File: config.mk
export PLATFORM = sky130hd
export DESIGN_NAME = timer0_counter_prescaler
export DESIGN_NICKNAME = d
export VERILOG_FILES = /design/src/verilog/timer_pkg.sv /design/src/verilog/prescaler_div.sv /design/src/verilog/timer0_counter_prescaler.sv
export SDC_FILE = /design/constraint.sdc
export NUM_CORES = 1
export LEC_CHECK = 0
export BUFFER_PORTS_ARGS = -buffer_cell sky130_fd_sc_hd__buf_2
export CAP_MARGIN = 10
export CORE_MARGIN = 2
export CORE_UTILIZATION = 30
export DETAILED_ROUTE_END_ITERATION = 8
export GPL_TIMING_DRIVEN = 0
export SYNTH_ARGS = -nofsm -noshare
export SYNTH_HDL_FRONTEND = slang
export SYNTH_SLANG_ARGS = --single-unit
File: constraint.sdc
create_clock -name clock -period 8 [get_ports clock]
set_input_delay 1.6 -clock clock [delete_from_list [all_inputs] [get_ports clock]]
set_output_delay 1.6 -clock clock [all_outputs]
set_load 0.02 [all_outputs]
File: src/verilog/timer_pkg.sv
// constants, register map and carrier types for the counter and prescaler block
// What this block does
// - clock source select 0 counts instruction cycles, 1 counts count-pin transitions
// - any counter write blocks counting for the next two instruction cycles
// - edge select 0 counts rising pin edges, 1 counts falling edges
// - counter wrapping from FFh to 00h sets the overflow flag
// - overflow request is passed on only while overflow enable is set
// - counter stops during sleep, so overflow cannot wake the core
// - count input synchronised by sampling prescaler output on two phase clocks
// - shared prescaler serves counter when assign is 0, watchdog when 1
// - counter ratios run 1:2 at code 000 up to 1:256 at 111
// - watchdog ratios run 1:1 up to 1:128, doubling each code
// - prescaler not accessible; counter write clears it when assigned to counter
// - watchdog clear instruction clears prescaler when assigned to watchdog
// - pull-up disable 1 turns all pull-ups off, else mask bits apply
// - external irq edge select 1 picks rising edge, 0 falling edge
// - analog-selected pins read 0 as digital inputs; only the count pin (select bit 2) is gated, the interrupt pin is not
`default_nettype none
package timer_pkg;
    localparam int ADDR_W = 8;
    localparam logic [7:0] ADDR_COUNTER = 8'h01;
    localparam logic [7:0] ADDR_INTCTL = 8'h0B;
    localparam logic [7:0] ADDR_INTCTL_B1 = 8'h8B;
    localparam logic [7:0] ADDR_OPTION = 8'h81;
    localparam logic [7:0] ADDR_PORTA_DIR = 8'h85;
    localparam logic [7:0] ADDR_ANALOG_SEL = 8'h91;
    localparam logic [7:0] ADDR_PULLUP_MASK = 8'h95;
    localparam logic [7:0] RST_INTCTL = 8'h00;
    localparam logic [7:0] RST_OPTION = 8'hFF;
    localparam logic [7:0] RST_PORTA_DIR = 8'h3F;
    localparam logic [7:0] RST_ANALOG_SEL = 8'hFF;
    localparam logic [7:0] RST_PULLUP_MASK = 8'h37;
    localparam logic [7:0] RST_COUNTER = 8'h00;
    localparam logic [7:0] PORTA_MASK = 8'h3F;
    localparam logic [7:0] PULLUP_IMPL = 8'h37;
    localparam logic [7:0] INTCTL_WMASK = 8'hFF;
    localparam int BIT_OVF_FLAG = 2;
    localparam int BIT_OVF_EN = 5;
    localparam int COUNT_PIN_ANALOG_SELECT_BIT = 2;
    localparam int INHIBIT_CYCLES = 2;
    localparam logic [1:0] PHASE_Q1 = 2'h0;
    localparam logic [1:0] PHASE_Q2 = 2'h1;
    localparam logic [1:0] PHASE_Q4 = 2'h3;
    localparam logic [1:0] INHIBIT_LOAD = 2'(INHIBIT_CYCLES);

    typedef struct packed {
        logic pullup_disable_all;
        logic ext_irq_edge_select;
        logic clock_source_select;
        logic source_edge_select;
        logic prescaler_assign;
        logic [2:0] prescale_rate_field;
    } option_t;

    typedef struct packed {
        logic [ADDR_W-1:0] addr;
        logic [7:0] wdata;
        logic wr;
        logic rd;
    } bus_req_t;
endpackage
`default_nettype wire

File: src/verilog/prescaler_div.sv
// shared 8-bit prescaler with rate-selected tap
`default_nettype none
module prescaler_div #(
    parameter int WIDTH = 8
) (
    input wire logic clock,
    input wire logic resetn,
    input wire logic event_in,
    input wire logic clear,
    input wire logic [2:0] rate,
    input wire logic to_watchdog,
    output logic tick_out
);
    logic [WIDTH-1:0] count_reg;
    logic [WIDTH-1:0] count_next;
    logic [2:0] bsel;
    logic bypass;

    assign count_next = clear ? '0 : (event_in ? count_reg + 1'b1 : count_reg);
    // watchdog taps one stage earlier, 1:1 at code 000
    assign bypass = to_watchdog && rate == 3'h0;
    assign bsel = to_watchdog ? rate - 3'h1 : rate;
    // one output per completed division ratio: tap bit falls on this event
    assign tick_out = bypass ? event_in : (count_reg[bsel] && !count_next[bsel] && !clear);

    always_ff @(posedge clock or negedge resetn) begin
        if (!resetn) begin
            count_reg <= '0;
        end else begin
            count_reg <= count_next;
        end
    end
endmodule // prescaler_div

File: src/verilog/timer0_counter_prescaler.sv
// counter, option and interrupt-control registers with edge counting
`default_nettype none
module timer0_counter_prescaler (
    input wire logic clock,
    input wire logic resetn,
    input wire logic [7:0] addr,
    input wire logic [7:0] wdata,
    input wire logic wr,
    input wire logic rd,
    output logic [7:0] rdata,
    input wire logic external_count_pin,
    input wire logic external_interrupt_pin,
    input wire logic sleep,
    input wire logic watchdog_clear_instruction,
    output logic overflow_irq,
    output logic ext_irq_edge_event,
    output logic watchdog_tick,
    output logic [5:0] pullup_enable,
    output logic [5:0] port_a_dir_out
);
    timer_pkg::option_t option_reg;
    logic [7:0] counter_reg;
    logic [7:0] intctl_reg;
    logic [7:0] porta_dir_reg;
    logic [7:0] analog_sel_reg;
    logic [7:0] pullup_mask_reg;
    logic [7:0] rdata_reg;
    logic [1:0] inhibit_reg;
    logic [1:0] phase_reg;
    logic pin_s1_reg;
    logic pin_s2_reg;
    logic irq_s1_reg;
    logic irq_s2_reg;
    logic irq_prev_reg;
    logic ps_sample_reg;
    logic ps_hit_reg;
    logic src_prev_reg;

    // register decode
    logic wr_counter;
    logic wr_intctl;
    logic wr_option;
    logic wr_dir;
    logic wr_analog_select;
    logic wr_pullup;
    assign wr_counter = wr && addr == timer_pkg::ADDR_COUNTER;
    assign wr_intctl = wr && (addr == timer_pkg::ADDR_INTCTL || addr == timer_pkg::ADDR_INTCTL_B1);
    assign wr_option = wr && addr == timer_pkg::ADDR_OPTION;
    assign wr_dir = wr && addr == timer_pkg::ADDR_PORTA_DIR;
    assign wr_analog_select = wr && addr == timer_pkg::ADDR_ANALOG_SEL;
    assign wr_pullup = wr && addr == timer_pkg::ADDR_PULLUP_MASK;

    // count pin reads 0 while selected analog
    logic pin_digital;
    assign pin_digital = pin_s2_reg && !analog_sel_reg[timer_pkg::COUNT_PIN_ANALOG_SELECT_BIT];

    // edge select: 1 inverts so a falling pin edge is a rising source edge
    logic src_level;
    logic pin_edge;
    assign src_level = pin_digital ^ option_reg.source_edge_select;
    assign pin_edge = src_level && !src_prev_reg;

    // instruction cycle strobe, one per four clocks
    logic instr_cycle;
    assign instr_cycle = phase_reg == timer_pkg::PHASE_Q4;

    // prescaler source: pin edges or instruction cycles, instruction cycles when assigned to watchdog
    logic to_wdt;
    logic ps_event;
    logic ps_clear;
    logic ps_tick;
    logic counter_src;
    assign to_wdt = option_reg.prescaler_assign;
    assign counter_src = option_reg.clock_source_select ? pin_edge : instr_cycle;
    assign ps_event = to_wdt ? instr_cycle : counter_src;
    assign ps_clear = to_wdt ? watchdog_clear_instruction : wr_counter;

    prescaler_div #(.WIDTH(8)) u_prescaler (
        .clock(clock),
        .resetn(resetn),
        .event_in(ps_event && !sleep),
        .clear(ps_clear),
        .rate(option_reg.prescale_rate_field),
        .to_watchdog(to_wdt),
        .tick_out(ps_tick)
    );

    // without prescaler the raw source feeds the sampler directly
    logic raw_src;
    logic ps_out_level;
    assign raw_src = to_wdt ? counter_src : ps_tick;
    assign ps_out_level = raw_src;

    // increment sampled on q2/q4 phases
    logic sample_phase;
    logic sampled_inc;
    logic pending;
    logic inc_slot;
    assign sample_phase = phase_reg == timer_pkg::PHASE_Q2 || phase_reg == timer_pkg::PHASE_Q4;
    // a pulse between sampling phases is held until the next one
    assign pending = ps_sample_reg || ps_out_level;
    assign sampled_inc = ps_hit_reg;
    // edge on which an instruction-cycle increment lands
    assign inc_slot = phase_reg == timer_pkg::PHASE_Q1;

    logic inc;
    assign inc = sampled_inc && inhibit_reg == 2'h0 && !sleep && !wr_counter;

    logic wrap;
    assign wrap = inc && counter_reg == 8'hFF;

    logic [7:0] counter_next;
    assign counter_next = wr_counter ? wdata : (inc ? counter_reg + 8'h01 : counter_reg);

    logic [7:0] inhibit_dec;
    assign inhibit_dec = {6'h00, inhibit_reg} - 8'h01;

    // flag set wins over software clear
    logic [7:0] intctl_next;
    always_comb begin
        intctl_next = wr_intctl ? (wdata & timer_pkg::INTCTL_WMASK) : intctl_reg;
        if (wrap) begin
            intctl_next[timer_pkg::BIT_OVF_FLAG] = 1'b1;
        end
    end

    // external interrupt edge detect
    logic irq_edge;
    assign irq_edge = option_reg.ext_irq_edge_select ? (irq_s2_reg && !irq_prev_reg)
                    : (!irq_s2_reg && irq_prev_reg);

    // read mux
    logic [7:0] rd_mux;
    always_comb begin
        case (addr)
            timer_pkg::ADDR_COUNTER: rd_mux = counter_reg;
            timer_pkg::ADDR_INTCTL: rd_mux = intctl_reg;
            timer_pkg::ADDR_INTCTL_B1: rd_mux = intctl_reg;
            timer_pkg::ADDR_OPTION: rd_mux = option_reg;
            timer_pkg::ADDR_PORTA_DIR: rd_mux = porta_dir_reg;
            timer_pkg::ADDR_ANALOG_SEL: rd_mux = analog_sel_reg;
            timer_pkg::ADDR_PULLUP_MASK: rd_mux = pullup_mask_reg;
            default: rd_mux = 8'h00;
        endcase
    end

    always_ff @(posedge clock or negedge resetn) begin
        if (!resetn) begin
            pin_s1_reg <= 1'b0;
            pin_s2_reg <= 1'b0;
            irq_s1_reg <= 1'b0;
            irq_s2_reg <= 1'b0;
            irq_prev_reg <= 1'b0;
            src_prev_reg <= 1'b0;
        end else begin
            pin_s1_reg <= external_count_pin;
            pin_s2_reg <= pin_s1_reg;
            irq_s1_reg <= external_interrupt_pin;
            irq_s2_reg <= irq_s1_reg;
            irq_prev_reg <= irq_s2_reg;
            src_prev_reg <= src_level;
        end
    end

    always_ff @(posedge clock or negedge resetn) begin
        if (!resetn) begin
            phase_reg <= 2'h0;
            ps_sample_reg <= 1'b0;
            ps_hit_reg <= 1'b0;
        end else begin
            phase_reg <= phase_reg + 2'h1;
            if (sample_phase) begin
                ps_sample_reg <= 1'b0;
                ps_hit_reg <= pending;
            end else begin
                ps_sample_reg <= pending;
                ps_hit_reg <= 1'b0;
            end
        end
    end

    always_ff @(posedge clock or negedge resetn) begin
        if (!resetn) begin
            counter_reg <= timer_pkg::RST_COUNTER;
            inhibit_reg <= 2'h0;
        end else begin
            counter_reg <= counter_next;
            if (wr_counter) begin
                inhibit_reg <= timer_pkg::INHIBIT_LOAD;
            end else if (inc_slot && inhibit_reg != 2'h0) begin
                inhibit_reg <= inhibit_dec[1:0];
            end
        end
    end

    always_ff @(posedge clock or negedge resetn) begin
        if (!resetn) begin
            intctl_reg <= timer_pkg::RST_INTCTL;
            option_reg <= timer_pkg::RST_OPTION;
            porta_dir_reg <= timer_pkg::RST_PORTA_DIR;
            analog_sel_reg <= timer_pkg::RST_ANALOG_SEL;
            pullup_mask_reg <= timer_pkg::RST_PULLUP_MASK;
            rdata_reg <= 8'h00;
        end else begin
            intctl_reg <= intctl_next;
            if (wr_option) option_reg <= wdata;
            if (wr_dir) porta_dir_reg <= wdata & timer_pkg::PORTA_MASK;
            if (wr_analog_select) analog_sel_reg <= wdata;
            if (wr_pullup) pullup_mask_reg <= wdata & timer_pkg::PULLUP_IMPL;
            rdata_reg <= rd ? rd_mux : 8'h00;
        end
    end

    assign rdata = rdata_reg;
    assign overflow_irq = intctl_reg[timer_pkg::BIT_OVF_FLAG]
                        && intctl_reg[timer_pkg::BIT_OVF_EN];
    assign ext_irq_edge_event = irq_edge;
    assign watchdog_tick = to_wdt && ps_tick && !sleep;
    assign pullup_enable = option_reg.pullup_disable_all ? 6'h00
                         : pullup_mask_reg[5:0];
    assign port_a_dir_out = porta_dir_reg[5:0];
endmodule // timer0_counter_prescaler
`default_nettype wire

==> impl_metrics.toml <==
[clock_network]
holdBufCountCts = 0
clkLatencyLatePin_ns = 0.33
clock_sinks = 71
cts_buffers = 9
cts_tree = "yes"
root_buffer = "clkbuf_16"
cts_resized = 0
clk_pin_slew_ns = 0.06
clock_path_buffers = 2
htreeDepth = 3
cts_setup_buffers = 0

[layout]
nets = 441
num_antenna_cells = 0
final_cell_mix = "46 x mux2_2, 44 x buf_2, 44 x dfrtp_1"
postLayoutCoreUtil = 0.3657
syn2layout_area_growth_pct = 18.62
drive_gt1_frac = 0.3575
fill_cells = 1272
layout_commonest_cell = "mux2_2"

[power_and_ir_drop]
power_density_nw_per_um2 = 213.5
ir_drop_v = 0.00009579
leakage_uw = 0.002049

[timing]
setup_viol = 0
period_share = 0.6909
finalHoldViolCount = 0
setup_tns_ns = 0
drv_slew = 0
worst_pin_slew_ns = 0.8923
rsz0062_at_grt = "false"
worst_slack_ns = 2.472
fin_worst_skew_ns = 0.009577
period_minus_slack_ns = 5.528
slew_headroom = 0.4051
max_freq_mhz = 180.9

[worst_setup_path]
end_kind = "output port"
worstPathMaxFanout = 10
critical_path_class = "in2out"
crit_family = "simple AND/OR/NAND/NOR gates"
crit_required_ns = 6.40
path_cells = "buf_2 > or3b_1 > nor4b_2 > nand3b_1 > o21ai_1 > clkbuf_1 > a211oi_1 > o21ai_0 > nand3b_1 > a21oi_1 > buf_2"
crit_path_start_kind = "input port"
slowest_stage = "or3b_1"
worst_path_largest_cell_delay_ns = 0.42
worstPathArrival_ns = 3.93
worst-path-buf-inv = 3

[synthesis]
avgSynthCellArea_um2 = 10.99
ys_async_sr_fraction = 1.000
yosysSeqAreaShare = 0.4654
synth_seq_cells = 71
synth_nets = 386
synth_cells = 354
synth_edf_count = 0
yosys.cell_types.count = 58
yosysWarningCount = 0
synthFlopType = "dfrtp_1"
syn_area_um2 = 3890

[route]
vias_per_cell = 4.978
dr.pass1.iters = 4
drtIter0Drc = 149
vias = 2917
routed_wl_um = 8828
drc = 0
routedWlPerCell_um = 15.06
drtAntennaViolNets = 0

[grt]
grt-ovfl-total = 0
grt_pass1_wl_um = 14750
track_usage = 0.1315
grt_pass1_vias = 2896
antenna_found_initial = 0
grt_max_degree = 72

[outcome]
status = "complete, no violations"

[place]
dpl_worst_slack_ns = 2.408
post-dp-hpwl_um = 6411
port_buffers = 44
gp_congestion = 0.8458

[floorplan]
dieArea_um2 = 13890
core-area_um2 = 12620
row_count = 41
ioPinCount = 47
start_util = 0.3082
die_h_um = 117.9
fp.dieW_um = 117.9

[flow_run]
max_cap_violations = 0

[min_path]
hold_class = "reg2reg"
-- final timing paths --
check	from	to	slack (ns)	depth (start not counted)
setup / recovery	addr[5]	watchdog_tick	2.47	11
hold / removal	pin_s1_reg$_DFF_PN0_	pin_s2_reg$_DFF_PN0_	0.35	0
setup reg to reg	option_reg[1]$_DFFE_PN1P_	ps_hit_reg$_DFF_PN0_	4.84	11
hold reg to reg	pin_s1_reg$_DFF_PN0_	pin_s2_reg$_DFF_PN0_	0.35	0
max in group asynchronous	resetn	phase_reg[1]$_DFF_PN0_	6.01	1
min in group asynchronous	resetn	rdata[2]$_DFF_PN0_	1.38	1
-- layer usage --
metal  global-route usage  vias to the layer above  routed length, um
met2               0.2046                       39               4231
met5                    0                        -                  0
met3              0.02762                       11                318
met4              0.04970                        0                120
met1               0.1798                     1483               4158
li1                     -                     1384                  -
-- worst reg2reg max path, stage by stage, from the launching register on --
cell and delay (ns):
dfstp_2 0.51, clkbuf_1 0.32, inv_1 0.18, ha_1 0.43
mux4_2 0.53, and3_1 0.20, o2111a_1 0.23, a31oi_1 0.18
a211oi_2 0.05, o41ai_1 0.09, nand4bb_1 0.25, a211oi_2 0.09
-- report_power, final --
| part | switching, uW | total [uW] | internal [uW] |
|---|---|---|---|
| combinational | 87.2 | 170 | 83.2 |
| clock | 149 | 378 | 228 |
| sequential | 35.5 | 437 | 402 |
-- synthesized netlist by cell type (9+ instances only) --
cell type / instances / area (um^2)
mux2_2: 46 / 518.0
dfrtp_1: 44 / 1101
dfstp_2: 27 / 709.4
nor2_1: 25 / 93.84
nand2_1: 19 / 71.32
nor2b_1: 16 / 100.1
clkbuf_1: 14 / 52.55
a21oi_1: 12 / 60.06
a22oi_1: 10 / 75.07
and2_1: 9 / 56.30
o21ai_0: 9 / 45.04
xor2_1: 9 / 78.83
-- per-stage QoR --
stage / area (um^2) / hold WS [ns] / total power [uW] / cells
2_1_floorplan: 3890 / 0.3312 / 558.7 / 354
3_3_place_gp: 4325 / 0.3364 / 605.7 / 570
3_5_place_dp: 4328 / 0.3411 / 613.3 / 570
4_1_cts: 4614 / 0.3496 / 993.7 / 586
5_1_grt: 4614 / 0.3503 / 1036 / 586
6_report: 4614 / 0.3451 / 985.2 / 586
-- cells by family (layout without fill, tap and decap cells) --
group / Yosys count / count (layout) / synth area share
simple gates: 117 / 117 / 0.1669
flops: 71 / 71 / 0.4654
compound gates: 63 / 63 / 0.1155
mux: 55 / 55 / 0.1673
buf+inv: 24 / 84 / 0.02444
xor+xnor: 15 / 15 / 0.03377
fa+ha+maj: 8 / 8 / 0.02573
other cells: 1 / 1 / 0.0009640
-- final cells by class --
| type | instances | area, um^2 | share of cell area |
|---|---|---|---|
| repair buffers | 44 | 222.7 | 0.04826 |
| well taps | 172 | 215.2 | 0.04664 |
| multi-input cells | 259 | 1984 | 0.4300 |
| inverters | 8 | 30.03 | 0.006508 |
| flip-flops and latches | 71 | 1810 | 0.3924 |
| plain buffers | 16 | 65.06 | 0.01410 |
| clock buffers | 11 | 254.0 | 0.05504 |
| clock inverters | 5 | 32.53 | 0.007050 |
(Power assumes the default switching activity.)
